`config.mk`:
```
export PLATFORM = sky130hd
export DESIGN_NAME = sdis_seq
export DESIGN_NICKNAME = d
export VERILOG_FILES = /design/src/include/sdis_pkg.sv /design/src/hdl/sdis_seq.sv /design/src/hdl/sdis_wait.sv
export VERILOG_INCLUDE_DIRS = /design/src /design/src/include
export SDC_FILE = /design/constraint.sdc
export NUM_CORES = 1
export LEC_CHECK = 0
export BUFFER_PORTS_ARGS = -buffer_cell sky130_fd_sc_hd__buf_2
export CORE_AREA = 8 8 98 100
export DETAILED_ROUTE_END_ITERATION = 10
export DIE_AREA = 0 0 106 108
export GPL_ROUTABILITY_DRIVEN = 0
export PLACE_DENSITY = 0.66
export RECOVER_POWER = 100
export SKIP_CTS_REPAIR_TIMING = 1
export SYNTH_ARGS = -nofsm -noshare
export SYNTH_HDL_FRONTEND = slang
export SYNTH_SLANG_ARGS = --single-unit
```
`constraint.sdc`:
```
create_clock -name ref_clk_i -period 3.17 [get_ports ref_clk_i]
set_input_delay 0.951 -clock ref_clk_i [delete_from_list [all_inputs] [get_ports ref_clk_i]]
set_output_delay 0.951 -clock ref_clk_i [all_outputs]
set_load 0.05 [all_outputs]
```
`src/include/sdis_regs.svh`:
```
/*
 * Timing counts and command encodings for the DRAM
 * power-up and self refresh sequencer.
 * Assumes a 100 MHz controller clock (10 ns period).
 */
`ifndef SDIS_REGS_SVH
`define SDIS_REGS_SVH

// Clock period in picoseconds.
`define SDIS_CLK_PS 10000
// Stable clock time before clock enable rises, in microseconds.
`define SDIS_T_STABLE_US 200
`define SDIS_STABLE_CYC ((`SDIS_T_STABLE_US * 1000000 + `SDIS_CLK_PS - 1) / `SDIS_CLK_PS)
// Precharge time, picoseconds.
`define SDIS_T_PRE_PS 18000
`define SDIS_PRE_CYC ((`SDIS_T_PRE_PS + `SDIS_CLK_PS - 1) / `SDIS_CLK_PS)
// Row cycle time, picoseconds.
`define SDIS_T_ROWCYC_PS 60000
`define SDIS_ROWCYC_CYC ((`SDIS_T_ROWCYC_PS + `SDIS_CLK_PS - 1) / `SDIS_CLK_PS)
// Minimum row active time, picoseconds.
`define SDIS_T_ROWACT_PS 42000
`define SDIS_ROWACT_CYC ((`SDIS_T_ROWACT_PS + `SDIS_CLK_PS - 1) / `SDIS_CLK_PS)
// Input setup time, picoseconds.
`define SDIS_T_INPUT_SETUP_PS 1500
// Self refresh exit time: row cycle plus input setup.
`define SDIS_XSR_CYC ((`SDIS_T_ROWCYC_PS + `SDIS_T_INPUT_SETUP_PS + `SDIS_CLK_PS - 1) / `SDIS_CLK_PS)
// Mode load wait, in clock cycles.
`define SDIS_MODE_LOAD_WAIT_CYC 2
// Number of dummy refreshes at power-up.
`define SDIS_INIT_REFS 2
// Burst refresh count around self refresh.
`define SDIS_BURST_REFS 4096
// Command encodings {cs_n, ras_n, cas_n, we_n}.
`define SDIS_CMD_NOP 4'h7
`define SDIS_CMD_DESEL 4'hF
`define SDIS_CMD_PRE 4'h2
`define SDIS_CMD_REF 4'h1
`define SDIS_CMD_MRS 4'h0
// Precharge-all address bit.
`define SDIS_ALLBANK_BIT 10
`define SDIS_CNT_W 16

`endif
```
`src/include/sdis_pkg.sv`:
```
/*
 * Types for the DRAM power-up and self refresh sequencer.
 * Assumes the constants header is compiled alongside.
 */
package sdis_pkg;

	typedef struct packed {
		logic cke;
		logic cs_n;
		logic ras_n;
		logic cas_n;
		logic we_n;
		logic [1:0] dqm;
		logic [1:0] ba;
		logic [11:0] addr;
	} sdis_pins_t;

	typedef enum logic [1:0] {SDIS_REF_INIT, SDIS_REF_SELF} sdis_ref_kind_t;

endpackage

```
`src/hdl/sdis_seq.sv`:
```
/*
 * Controller-side sequencer that powers up a synchronous DRAM and moves it
 * into and out of self refresh, driving the command pins directly.
 * Assumes the DRAM clock is this module's clock and that the DRAM clock
 * output may be gated by clk_en_o; no other traffic is issued meanwhile.
 */
`include "sdis_regs.svh"

module sdis_seq #(
	parameter int STABLE_CYC = `SDIS_STABLE_CYC,
	parameter int BURST_REFS = `SDIS_BURST_REFS
) (
	// Clock and reset.
	input wire logic ref_clk_i,
	input wire logic rst_i,
	// User control.
	input wire logic [11:0] mode_word_i,
	input wire logic ref_after_mode_i,
	input wire logic burst_refresh_i,
	input wire logic sr_enter_i,
	input wire logic sr_exit_i,
	output logic ready_o,
	output logic in_self_refresh_o,
	// DRAM pins.
	output sdis_pkg::sdis_pins_t pins_o,
	output logic clk_en_o
);

	typedef enum logic [3:0] {
		ST_POWER, ST_PRE, ST_MODE, ST_REF, ST_IDLE, ST_SR_BREF, ST_SR_ENTER,
		ST_SR_HOLD, ST_SR_CLK, ST_SR_EXIT, ST_SR_AREF
	} sdis_state_t;

	sdis_state_t state_q;
	sdis_pkg::sdis_pins_t pins_q;
	logic clk_en_q, ready_q, sr_q, mode_done_q, refs_done_q;
	logic [12:0] ref_cnt_q;
	logic wait_load, wait_done;
	logic [`SDIS_CNT_W-1:0] wait_cnt, pwr_cnt_q;

	function automatic sdis_pkg::sdis_pins_t mk_cmd(input logic cke, input logic [3:0] cmd,
		input logic [11:0] addr);
		sdis_pkg::sdis_pins_t p;
		p.cke = cke;
		{p.cs_n, p.ras_n, p.cas_n, p.we_n} = cmd;
		p.dqm = 2'h3;
		p.ba = 2'h0;
		p.addr = addr;
		return p;
	endfunction

	sdis_wait u_wait (
		.ref_clk_i(ref_clk_i),
		.rst_i(rst_i),
		.load_i(wait_load),
		.count_i(wait_cnt),
		.done_o(wait_done)
	);

	////////////////////////////////////////////////////////////////////////////
	// Wait loads are pulses taken on the cycle a command is issued or a refresh burst ends.
	always_comb
	begin
		wait_load = 1'b0;
		wait_cnt = '0;
		case (state_q)
			ST_PRE:
			begin
				wait_load = wait_done;
				wait_cnt = 16'(`SDIS_PRE_CYC);
			end
			ST_MODE:
			begin
				wait_load = wait_done;
				wait_cnt = 16'(`SDIS_MODE_LOAD_WAIT_CYC);
			end
			ST_REF, ST_SR_BREF, ST_SR_AREF:
			begin
				wait_load = wait_done;
				wait_cnt = 16'(`SDIS_ROWCYC_CYC);
			end
			ST_SR_ENTER:
			begin
				wait_load = 1'b1;
				wait_cnt = 16'(`SDIS_ROWACT_CYC);
			end
			ST_SR_CLK:
			begin
				wait_load = wait_done;
				wait_cnt = 16'(`SDIS_XSR_CYC);
			end
			default:
			begin
				wait_load = 1'b0;
				wait_cnt = '0;
			end
		endcase
	end

	////////////////////////////////////////////////////////////////////////////
	// Sequence state and command pins.
	always_ff @(posedge ref_clk_i)
	begin
		if (rst_i)
		begin
			state_q <= ST_POWER;
			pins_q <= mk_cmd(1'b0, `SDIS_CMD_NOP, 12'h000);
			clk_en_q <= 1'b1;
			ready_q <= 1'b0;
			sr_q <= 1'b0;
			mode_done_q <= 1'b0;
			refs_done_q <= 1'b0;
			ref_cnt_q <= '0;
			pwr_cnt_q <= '0;
		end
		else
		begin
			pins_q <= mk_cmd(pins_q.cke, `SDIS_CMD_NOP, 12'h000);
			case (state_q)
				ST_POWER:
					if (pwr_cnt_q == 16'(STABLE_CYC))
					begin
						state_q <= ST_PRE;
						pins_q <= mk_cmd(1'b1, `SDIS_CMD_NOP, 12'h000);
					end
					else
						pwr_cnt_q <= pwr_cnt_q + 16'h0001;
				ST_PRE:
					if (wait_done)
					begin
						pins_q <= mk_cmd(1'b1, `SDIS_CMD_PRE,
							12'h001 << `SDIS_ALLBANK_BIT);
						ref_cnt_q <= '0;
						state_q <= ref_after_mode_i ? ST_MODE : ST_REF;
					end
				ST_MODE:
					if (wait_done)
					begin
						pins_q <= mk_cmd(1'b1, `SDIS_CMD_MRS, mode_word_i);
						mode_done_q <= 1'b1;
						state_q <= refs_done_q ? ST_IDLE : ST_REF;
					end
				ST_REF:
					if (wait_done)
					begin
						pins_q <= mk_cmd(1'b1, `SDIS_CMD_REF, 12'h000);
						ref_cnt_q <= ref_cnt_q + 13'h0001;
						if (ref_cnt_q == 13'(`SDIS_INIT_REFS - 1))
						begin
							refs_done_q <= 1'b1;
							state_q <= mode_done_q ? ST_IDLE : ST_MODE;
						end
					end
				ST_IDLE:
					if (wait_done)
					begin
						ready_q <= 1'b1;
						pins_q.dqm <= 2'h0;
						if (sr_enter_i && ready_q)
						begin
							ready_q <= 1'b0;
							ref_cnt_q <= '0;
							state_q <= burst_refresh_i ? ST_SR_BREF : ST_SR_ENTER;
						end
					end
				ST_SR_BREF:
					if (wait_done)
					begin
						if (ref_cnt_q == 13'(BURST_REFS))
							state_q <= ST_SR_ENTER;
						else
						begin
							pins_q <= mk_cmd(1'b1, `SDIS_CMD_REF, 12'h000);
							ref_cnt_q <= ref_cnt_q + 13'h0001;
						end
					end
				ST_SR_ENTER:
				begin
					pins_q <= mk_cmd(1'b0, `SDIS_CMD_REF, 12'h000);
					sr_q <= 1'b1;
					state_q <= ST_SR_HOLD;
				end
				ST_SR_HOLD:
				begin
					clk_en_q <= 1'b0;
					if (wait_done && sr_exit_i)
					begin
						clk_en_q <= 1'b1;
						state_q <= ST_SR_CLK;
					end
				end
				ST_SR_CLK:
				begin
					pins_q <= mk_cmd(1'b1, `SDIS_CMD_DESEL, 12'h000);
					state_q <= ST_SR_EXIT;
				end
				ST_SR_EXIT:
				begin
					pins_q <= mk_cmd(1'b1, `SDIS_CMD_DESEL, 12'h000);
					if (wait_done)
					begin
						sr_q <= 1'b0;
						ref_cnt_q <= '0;
						state_q <= burst_refresh_i ? ST_SR_AREF : ST_IDLE;
					end
				end
				ST_SR_AREF:
					if (wait_done)
					begin
						if (ref_cnt_q == 13'(BURST_REFS))
							state_q <= ST_IDLE;
						else
						begin
							pins_q <= mk_cmd(1'b1, `SDIS_CMD_REF, 12'h000);
							ref_cnt_q <= ref_cnt_q + 13'h0001;
						end
					end
				default:
					state_q <= ST_POWER;
			endcase
		end
	end

	assign pins_o = pins_q;
	assign clk_en_o = clk_en_q;
	assign ready_o = ready_q;
	assign in_self_refresh_o = sr_q;

	////////////////////////////////////////////////////////////////////////////
	// Checks.
	AST_PWR_CKE_LOW: assert property (@(posedge ref_clk_i) disable iff (rst_i)
		state_q == ST_POWER |-> !pins_o.cke && pins_o.dqm == 2'h3)
		else $error("Clock enable or masks wrong during power-up.");
	AST_INIT_DQM: assert property (@(posedge ref_clk_i) disable iff (rst_i)
		!(mode_done_q && refs_done_q) |-> pins_o.dqm == 2'h3)
		else $error("Data masks dropped during initialization.");
	AST_SR_ENTRY: assert property (@(posedge ref_clk_i) disable iff (rst_i)
		$rose(sr_q) |-> !pins_o.cke && !pins_o.cs_n && !pins_o.ras_n && !pins_o.cas_n
		&& pins_o.we_n)
		else $error("Bad self refresh entry command.");
	AST_SR_CKE_HELD: assert property (@(posedge ref_clk_i) disable iff (rst_i)
		$rose(sr_q) |=> !pins_o.cke [*2])
		else $error("Clock enable rose right after self refresh entry.");
	AST_SR_DWELL: assert property (@(posedge ref_clk_i) disable iff (rst_i)
		$rose(sr_q) |=> !pins_o.cke [*4])
		else $error("Self refresh exit before row active time.");
	AST_EXIT_DESEL: assert property (@(posedge ref_clk_i) disable iff (rst_i)
		sr_q && $rose(pins_o.cke) |-> pins_o.cs_n)
		else $error("Chip select low as clock enable returned.");
	AST_EXIT_WAIT: assert property (@(posedge ref_clk_i) disable iff (rst_i)
		sr_q && $rose(pins_o.cke) |-> pins_o.cs_n [*7])
		else $error("Command issued inside self refresh exit time.");
	AST_MODE_GAP: assert property (@(posedge ref_clk_i) disable iff (rst_i)
		pins_o.cke && {pins_o.cs_n, pins_o.ras_n, pins_o.cas_n, pins_o.we_n} == `SDIS_CMD_MRS
		|=> pins_o.cs_n || pins_o.ras_n)
		else $error("Command issued right after mode set.");
	AST_PRE_GAP: assert property (@(posedge ref_clk_i) disable iff (rst_i)
		pins_o.cke && {pins_o.cs_n, pins_o.ras_n, pins_o.cas_n, pins_o.we_n} == `SDIS_CMD_PRE
		|=> ({pins_o.cs_n, pins_o.ras_n, pins_o.cas_n, pins_o.we_n} == `SDIS_CMD_NOP) [*2])
		else $error("Refresh issued inside precharge time.");

endmodule

```
`src/hdl/sdis_wait.sv`:
```
/*
 * Down counter that reports when a loaded number of cycles has passed.
 * Assumes the owner loads it once per wait and watches done.
 */
`include "sdis_regs.svh"

module sdis_wait (
	// Clock and reset.
	input wire logic ref_clk_i,
	input wire logic rst_i,
	// Load and status.
	input wire logic load_i,
	input wire logic [`SDIS_CNT_W-1:0] count_i,
	output logic done_o
);

	logic [`SDIS_CNT_W-1:0] cnt_q;

	always_ff @(posedge ref_clk_i)
	begin
		if (rst_i)
			cnt_q <= '0;
		else if (load_i)
			cnt_q <= count_i;
		else if (cnt_q != '0)
			cnt_q <= cnt_q - 16'h0001;
	end

	// Done depends on the count alone, because the owner derives the load from done.
	assign done_o = (cnt_q == '0);

endmodule

```
==> results.py, run 1 <==
metrics = {
    "finish": {
        "fin_nets": 508,
        "utilization_pct": 52.29,
        "antenna_cells": 0,
        "multiInputGateArea_um2": 2128,
        "final_area_um2": 4210,
        "syn_to_final_growth_pct": 13.03,
        "nFillCells": 789,
        "layout-drive-gt1-share_pct": 11.45,
        "seq_area_um2": 1441,
        "final_cell_count_no_fill": 594,
    },
    "yosys": {
        "synth_common_cells": "72 x dfxtp_1, 51 x nor2_1, 39 x a21oi_1, 30 x nand2_1, 21 x o21ai_0",
        "netlist_area_um2": 3725,
        "synthTopCellsByArea": "dfxtp_1 39%, a21oi_1 5.2%, nor2_1 5.1%, xnor2_1 3.8%, nand2_1 3.0%",
        "async_flop_share_pct": 0,
        "yosysWarningCount": 0,
        "synth-edff-count": 0,
        "ys_types": 66,
        "ys.flop_type": "dfxtp_1",
        "yosysTopAreaCellShare_pct": 38.70,
        "netlist_instances": 448,
        "ys_seq_area_share_pct": 38.70,
        "yosysMostFrequentCell": "dfxtp_1",
        "synth_area_per_cell_um2": 8.314,
        "yosys.area.top_type": "dfxtp_1",
        "yosys_register_bits": 72,
    },
    "clock_tree": {
        "clockRootBuffer": "clkbuf_8",
        "clock_latency_ns": 0.35,
        "cts.sink_count": 72,
        "numCtsBuffers": 9,
        "h-tree-depth": 3,
        "cts_tree": "built",
        "clockBufferDepth": 2,
        "clk_pin_slew_ns": 0.08,
    },
    "pwr": {
        "ir_drop_mv": 0.2815,
        "p_leak_nw": 1.446,
        "seqPwrFrac_pct": 35.3,
        "combPwrFrac_pct": 41.9,
        "p_sw_share_pct": 40.57,
        "powerDensity_nw_per_um2": 846.2,
        "clkPwrFrac_pct": 22.8,
        "switching_power_mw": 1.445,
        "p_int_mw": 2.117,
    },
    "routing": {
        "route.detailed.drc": 0,
        "wl_um": 8703,
        "viasPerCell": 5.626,
        "firstDrtPassIters": 4,
        "route.vias.total": 3342,
        "drtIter0Drc": 195,
        "routedWlPerCell_um": 14.65,
        "ant_nets": 0,
    },
    "placement": {
        "pre_cts_ws_ns": 0.3552,
        "hpwl_um": 6202,
        "placed_cell_area_um2": 4024,
        "port_buffers": 39,
        "dpl.cell_count": 578,
    },
    "sta": {
        "fin_ws_ns": 0.3069,
        "worst_pin_slew_ns": 0.7939,
        "rsz0062_at_grt": "no",
        "finalHoldViolCount": 0,
        "drv_slew": 0,
        "setup_tns_ns": 0,
        "fin_crit_ns": 2.863,
        "max_slew_margin_pct": 46.58,
        "fmax_mhz": 349.3,
        "fin_skew_ns": 0.01133,
        "fin_crit_sh_pct": 90.32,
        "final-setup-viol-count": 0,
    },
    "min_path": {
        "hp-class": "reg2reg",
    },
    "flow_run": {
        "maxCapViolCount": 0,
    },
    "global_route": {
        "antenna_found_initial": 0,
        "grt_max_degree": 27,
        "grtUsageMet2_pct": 25.38,
        "grt_pass1_wl_um": 14980,
        "grt_usage_pct": 15.58,
        "grt.busiest_layer": "met2",
        "grt_use_met1_pct": 19.01,
        "met3_usage_pct": 4.045,
        "grt_pass1_vias": 3174,
        "grt-ovfl-total": 0,
    },
    "floorplanning": {
        "ios": 42,
        "rows": 33,
        "die-width_um": 106,
        "start_util_pct": 46.26,
        "dieArea_um2": 11450,
        "core-area_um2": 8051,
        "die_y_um": 108,
    },
    "worst_setup_path": {
        "cp_max_fo": 18,
        "worstSetupPathType": "reg2reg",
        "cp-end-kind": "register",
        "required_ns": 3.44,
        "cp-start-kind": "register",
        "arrival_ns": 3.13,
    },
    "outcome": {
        "status": "complete, no violations",
    },
}
## sequential cells by signal, indices dropped and copies added, names as in the netlist
register and count:
state_q 4, pins_o 18, mode_done_q 1, clk_en_o 1
ref_cnt_q 13, pwr_cnt_q 16, ready_o 1, u_wait.cnt_q 16
refs_done_q 1, in_self_refresh_o 1
## cells by family (layout without fill, tap and decap cells)
| kind of cell | after synthesis | after routing | share of synthesized area (%) |
|---|---|---|---|
| compound gates | 97 | 97 | 16.56 |
| xor+xnor | 25 | 25 | 5.878 |
| fa+ha+maj | 7 | 7 | 2.284 |
| buf+inv | 39 | 79 | 4.266 |
| flops | 72 | 72 | 38.70 |
| mux | 2 | 2 | 0.5710 |
| other cells | 1 | 2 | 0.1007 |
| simple gates | 205 | 205 | 31.64 |
## final cells by class
cell class,instances,area share (%)
clock inverter,5,1.902
tap,105,3.120
clock buffer,11,3.358
sequential,72,34.23
timing repair buffer,49,5.587
inverter,14,1.248
multi-input combinational,338,50.55
## worst max-delay path: stages (launching register included)
cell and delay [ns]:
dfxtp_1 0.34, inv_1 0.14, ha_1 0.27, nor4b_2 0.35, nand4_4 0.27, o31ai_4 0.42, nand4b_4 0.26, or4_1 0.56
a21oi_1 0.18
## layer usage
metal	vias to the layer above	part of all wire, %
li1	1681	-
met2	89	48
met3	18	5.9
met5	-	0
met4	0	1.8
met1	1554	44
## power by group through the flow
| stage | clock network, mW | registers [mW] | logic [mW] |
|---|---|---|---|
| after floorplan | 0 | 1.24 | 1.20 |
| after global placement | 0 | 1.27 | 1.46 |
| after detailed placement | 0 | 1.28 | 1.49 |
| after CTS | 0.830 | 1.26 | 1.50 |
| after global routing | 0.866 | 1.29 | 1.67 |
| final | 0.812 | 1.26 | 1.49 |
## worst paths after layout
| path | endpoint | cells after the start | from | slack, ns |
|---|---|---|---|---|
| worst max-delay path | ref_cnt_q[9] | 8 | u_wait.cnt_q[1] | 0.31 |
| worst min-delay path | in_self_refresh_o | 2 | in_self_refresh_o | 0.50 |
| worst max register to register | ref_cnt_q[9] | 8 | u_wait.cnt_q[1] | 0.31 |
| worst min register to register | in_self_refresh_o | 2 | in_self_refresh_o | 0.50 |
## through the flow
step	hold slack, ns	power (mW)
2_1_floorplan	0.4557	2.444
3_3_place_gp	0.4780	2.727
3_5_place_dp	0.4877	2.771
4_1_cts	0.5037	3.587
5_1_grt	0.5171	3.829
6_report	0.4991	3.563
## placed cells by master, fill, tap and decap left out, types with 7 or more instances in the layout
master / Yosys / layout
a21oi_1: 39 / 39
and2_0: 1 / 9
buf_2: 1 / 17
buf_4: 3 / 8
clkbuf_1: 17 / 25
clkbuf_8: 0 / 10
dfxtp_1: 72 / 72
inv_1: 14 / 14
nand2_1: 30 / 30
nand3_1: 17 / 17
nand4_1: 7 / 7
nor2_1: 51 / 51
nor3_1: 19 / 19
o21ai_0: 21 / 21
or3_1: 11 / 11
or4_1: 8 / 8
xnor2_1: 16 / 16
xor2_1: 9 / 9
Power figures use the tool's default switching activity.
==> run 2, diff against run 1 <==
Settings changed: CELL_PAD_IN_SITES_DETAIL_PLACEMENT from default to 0, CELL_PAD_IN_SITES_GLOBAL_PLACEMENT from default to 1, CORE_AREA 8 8 98 100 to 8 8 102 104, DIE_AREA 0 0 106 108 to 0 0 110 112, PLACE_DENSITY 0.66 to default, PLACE_DENSITY_LB_ADDON from default to 0.1.
==> run 2 against run 1 <==
Sequential power is essentially flat. First-iteration DRC count shrank 39%. Clock power shrank 22%. Via count shrank 3.9%. Global-route usage shrank 1.0 points. Wire length shrank 0.52%. Worst hold slack lost 0.013 ns. Combinational power is essentially flat. Clock skew is essentially flat. Register-to-register slack gained 0.17 ns. Critical path type unchanged. Largest cell class unchanged.
==> results.py, run 2 (synthesis gave the netlist of run 1 again) <==
metrics = {
    "routing": {
        "route.met2.wl_um": 4250,
        "viasPerCell": 5.377,
        "wl_um": 8658,
        "drtIter0Drc": 118,
        "routedWlPerCell_um": 14.50,
        "wl_met1_um": 4089,
        "ant_nets": 0,
        "route.detailed.drc": 0,
        "route.vias.total": 3210,
        "firstDrtPassIters": 4,
        "routed.top_layer": "met4",
        "wl_met3_um": 227,
    },
    "sta": {
        "drv_slew": 0,
        "fin_crit_sh_pct": 84.94,
        "finalHoldViolCount": 0,
        "fin_skew_ns": 0.01155,
        "fmax_mhz": 371.4,
        "setup_tns_ns": 0,
        "worst_pin_slew_ns": 0.8361,
        "max_slew_margin_pct": 43.75,
        "fin_crit_ns": 2.693,
        "rsz0062_at_grt": "no",
        "final-setup-viol-count": 0,
    },
    "floorplanning": {
        "ios": 42,
        "die_y_um": 112,
        "core-area_um2": 8890,
        "start_util_pct": 41.90,
        "die-width_um": 110,
        "rows": 35,
        "dieArea_um2": 12320,
    },
    "global_route": {
        "grt-ovfl-total": 0,
        "grt_usage_pct": 14.56,
        "antenna_found_initial": 0,
        "grt_pass1_wl_um": 14630,
        "grt_max_degree": 28,
        "grt_pass1_vias": 3082,
    },
    "worst_setup_path": {
        "cp-end-kind": "register",
        "worstSetupPathType": "reg2reg",
        "reg2reg_depth": 9,
        "required_ns": 3.44,
        "cp-start-kind": "register",
        "arrival_ns": 2.97,
        "cp_max_fo": 15,
    },
    "outcome": {
        "status": "complete, no violations",
    },
    "clock_tree": {
        "numCtsBuffers": 9,
        "clockBufferDepth": 2,
        "h-tree-depth": 3,
        "clock_latency_ns": 0.35,
        "cts_tree": "built",
        "cts.sink_count": 72,
        "clockRootBuffer": "clkbuf_8",
        "clk_pin_slew_ns": 0.08,
    },
    "pwr": {
        "p_leak_nw": 1.415,
        "total_power_mw": 3.348,
        "ir_drop_mv": 0.2719,
        "powerDensity_nw_per_um2": 808.8,
    },
    "finish": {
        "antenna_cells": 0,
        "final_common_cell": "dfxtp_1",
        "syn_to_final_growth_pct": 11.12,
        "layout-drive-gt1-share_pct": 10.70,
        "layout_common_cells": "72 x dfxtp_1, 51 x nor2_1, 39 x a21oi_1",
        "utilization_pct": 46.56,
        "final_area_um2": 4139,
        "fin_nets": 506,
        "largest_reg_flops": 18,
    },
    "min_path": {
        "hp-class": "reg2reg",
        "whs_path_depth": 1,
    },
    "placement": {
        "hpwl_um": 6095,
        "port_buffers": 39,
        "placed_cell_area_um2": 4016,
    },
    "flow_run": {
        "maxCapViolCount": 0,
    },
}
run 2: stage by stage:
step | hold slack (ns) | setup slack [ns] | std cells
after global placement | 0.4599 | 0.5570 | 582
final | 0.4857 | 0.4775 | 597
after floorplan | 0.4557 | 0.7554 | 449
after detailed placement | 0.4737 | 0.4631 | 582
after CTS | 0.4944 | 0.4345 | 597
after global routing | 0.5244 | 0.2015 | 597
run 2: power by group:
| part | switching [mW] | total (mW) | leakage (nW) | internal [mW] |
|---|---|---|---|---|
| sequential | 0.201 | 1.24 | 0.584 | 1.04 |
| clock | 0.351 | 0.631 | 0.0821 | 0.280 |
| combinational | 0.873 | 1.47 | 0.749 | 0.599 |
| total | 1.42 | 3.35 | 1.42 | 1.92 |
run 2: worst paths after layout:
path,endpoint,slack (ns),startpoint
worst max-delay path,ref_cnt_q[3],0.48,u_wait.cnt_q[1]
worst min-delay path,pins_o[20],0.49,pins_o[20]
worst max register to register,ref_cnt_q[3],0.48,u_wait.cnt_q[1]
worst min register to register,pins_o[20],0.49,pins_o[20]
run 2: worst max-delay path: stages (launching register included):
cell and delay, ns:
dfxtp_1 0.34, inv_1 0.13, ha_1 0.26, nor4b_2 0.35
nand4_4 0.18, buf_4 0.24, a21oi_1 0.27, nand4_4 0.18
or4_1 0.53, a21oi_1 0.14
run 2: layout make-up:
cell class	instances	area (um^2)
well taps	111	138.9
repair buffers	47	220.2
multi-input cells	338	2123
flip-flops and latches	72	1441
clock inverters	5	35.03
clock buffers	10	127.6
inverters	14	52.55
fillers	922	4751
run 2: metal layers:
| layer | global-route usage, % | up-vias |
|---|---|---|
| met5 | 0 | - |
| li1 | - | 1671 |
| met4 | 5.586 | 0 |
| met2 | 23.67 | 28 |
| met3 | 2.715 | 8 |
| met1 | 18.33 | 1503 |
==> run 3, diff against run 2 <==
Settings changed: CORE_AREA 8 8 102 104 to 8 8 106 108, DIE_AREA 0 0 110 112 to 0 0 114 116.
Clock period 3.17 ns to 2.4 ns, I/O delays scaled along.
==> run 3 against run 2 <==
Setup slack got worse by 0.42 ns. Sequential power increased by 26%. Via count increased by 6.7%. Register-to-register slack got worse by 0.42 ns. Non-clock buffer count increased by 31. Critical endpoint is now ref_cnt_q[9]. Highest routed layer unchanged.
==> results.py, run 3 (synthesis gave the netlist of run 1 again) <==
metrics = {
    "finish": {
        "final_common_cell": "dfxtp_1",
        "fin_nets": 538,
        "final_area_um2": 4614,
        "layout_common_cells": "69 x dfxtp_1, 51 x nor2_1, 39 x buf_2",
        "largest_reg_flops": 18,
        "layout-drive-gt1-share_pct": 24.28,
        "syn_to_final_growth_pct": 23.88,
        "nFillCells": 980,
        "antenna_cells": 0,
    },
    "sta": {
        "setup_tns_ns": 0,
        "fin_crit_ns": 2.343,
        "fin_crit_sh_pct": 97.62,
        "fin_hold_ws_ns": 0.4883,
        "final-setup-viol-count": 0,
        "fin_skew_ns": 0.007121,
        "fmax_mhz": 426.8,
        "finalHoldViolCount": 0,
        "rsz0062_at_grt": "yes",
        "drv_slew": 0,
    },
    "routing": {
        "wl_met1_um": 4485,
        "wl_met3_um": 391,
        "viasPerCell": 5.252,
        "routedWlPerCell_um": 14.39,
        "firstDrtPassIters": 4,
        "route.vias.total": 3424,
        "routed.top_layer": "met4",
        "route.detailed.drc": 0,
        "drtIter0Drc": 134,
        "wl_um": 9384,
        "route.met2.wl_um": 4359,
        "ant_nets": 0,
    },
    "clock_tree": {
        "clockRootBuffer": "clkbuf_8",
        "clk_pin_slew_ns": 0.08,
        "cts_tree": "built",
        "cts.sink_count": 72,
        "clockBufferDepth": 2,
        "h-tree-depth": 3,
        "clock_latency_ns": 0.36,
        "numCtsBuffers": 9,
    },
    "global_route": {
        "grt_pass1_wl_um": 15310,
        "grt_usage_pct": 14.27,
        "grt-ovfl-total": 0,
        "grt_pass1_vias": 3178,
        "grt_max_degree": 28,
        "antenna_found_initial": 0,
    },
    "placement": {
        "port_buffers": 39,
        "placed_cell_area_um2": 4253,
        "hpwl_um": 6594,
    },
    "worst_setup_path": {
        "required_ns": 2.69,
        "cp-end-kind": "register",
        "startpoint": "ref_cnt_q[0]",
        "worstSetupPathType": "reg2reg",
        "rr_startpoint": "ref_cnt_q[0]",
        "cp-start-kind": "register",
        "arrival_ns": 2.64,
        "cp_max_fo": 4,
    },
    "pwr": {
        "p_int_mw": 3.093,
        "combPwrFrac_pct": 48.2,
        "switching_power_mw": 2.048,
        "seqPwrFrac_pct": 30.3,
        "clkPwrFrac_pct": 21.5,
        "p_leak_nw": 1.714,
        "powerDensity_nw_per_um2": 1114,
        "ir_drop_mv": 0.3608,
        "total_power_mw": 5.142,
        "p_sw_share_pct": 39.84,
    },
    "floorplanning": {
        "dieArea_um2": 13220,
        "die-width_um": 114,
        "start_util_pct": 39.01,
        "die_y_um": 116,
        "ios": 42,
        "rows": 36,
        "core-area_um2": 9549,
    },
    "outcome": {
        "status": "complete, no violations",
    },
    "min_path": {
        "min_from": "pins_o[20]",
        "hp-class": "reg2reg",
    },
    "flow_run": {
        "maxCapViolCount": 0,
    },
}
[run 3: changes by cell type in the layout (fill, tap and decap cells not counted), moves of 6 or more]
cell	delta
buf_4	+29
clkbuf_1	-25
buf_2	+22
a21oi_1	-6
a21oi_2	+6
[run 3: through the flow]
step           utilization (%)  setup slack (ns)  std cells
3_3_place_gp             44.54           0.07251        629
5_1_grt                  48.32          -0.03372        652
2_1_floorplan                -           0.04641        449
4_1_cts                  46.92          -0.03381        645
3_5_place_dp             44.54          -0.01830        629
6_report                 48.32           0.05722        652
[run 3: power groups by stage]
stage / clock network [mW] / logic [mW] / registers, mW
2_1_floorplan: 0 / 1.60 / 1.65
3_3_place_gp: 0 / 2.31 / 1.58
3_5_place_dp: 0 / 2.31 / 1.58
4_1_cts: 1.14 / 2.33 / 1.55
5_1_grt: 1.19 / 2.75 / 1.59
6_report: 1.10 / 2.48 / 1.56
[run 3: final timing paths]
path                       end  slack, ns  depth (start not counted)
setup / recovery  ref_cnt_q[9]       0.06                          8
hold / removal      pins_o[20]       0.49                          1
setup reg to reg  ref_cnt_q[9]       0.06                          8
hold reg to reg     pins_o[20]       0.49                          1
[run 3: layout make-up]
cell class / count / area, um^2 / share of cell area, %
sequential: 72 / 1445 / 31.32
tap: 133 / 166.4 / 3.606
timing repair buffer: 78 / 511.7 / 11.09
clock buffer: 10 / 137.6 / 2.983
inverter: 14 / 52.55 / 1.139
clock inverter: 6 / 90.09 / 1.952
multi-input combinational: 339 / 2211 / 47.91
[run 3: critical path, stage by stage (launching register included)]
cell and delay (ns):
dfxtp_1 0.34, inv_1 0.04, ha_1 0.17, nor4bb_1 0.15, a31o_2 0.26, a311o_1 0.37
nand4b_2 0.26, or4_1 0.54, a21oi_1 0.14
[run 3: metal layers]
metal / vias to the layer above / global-route usage (%)
li1: 1752 / -
met1: 1601 / 18.03
met2: 59 / 22.59
met3: 12 / 3.596
met4: 0 / 6.122
met5: - / 0
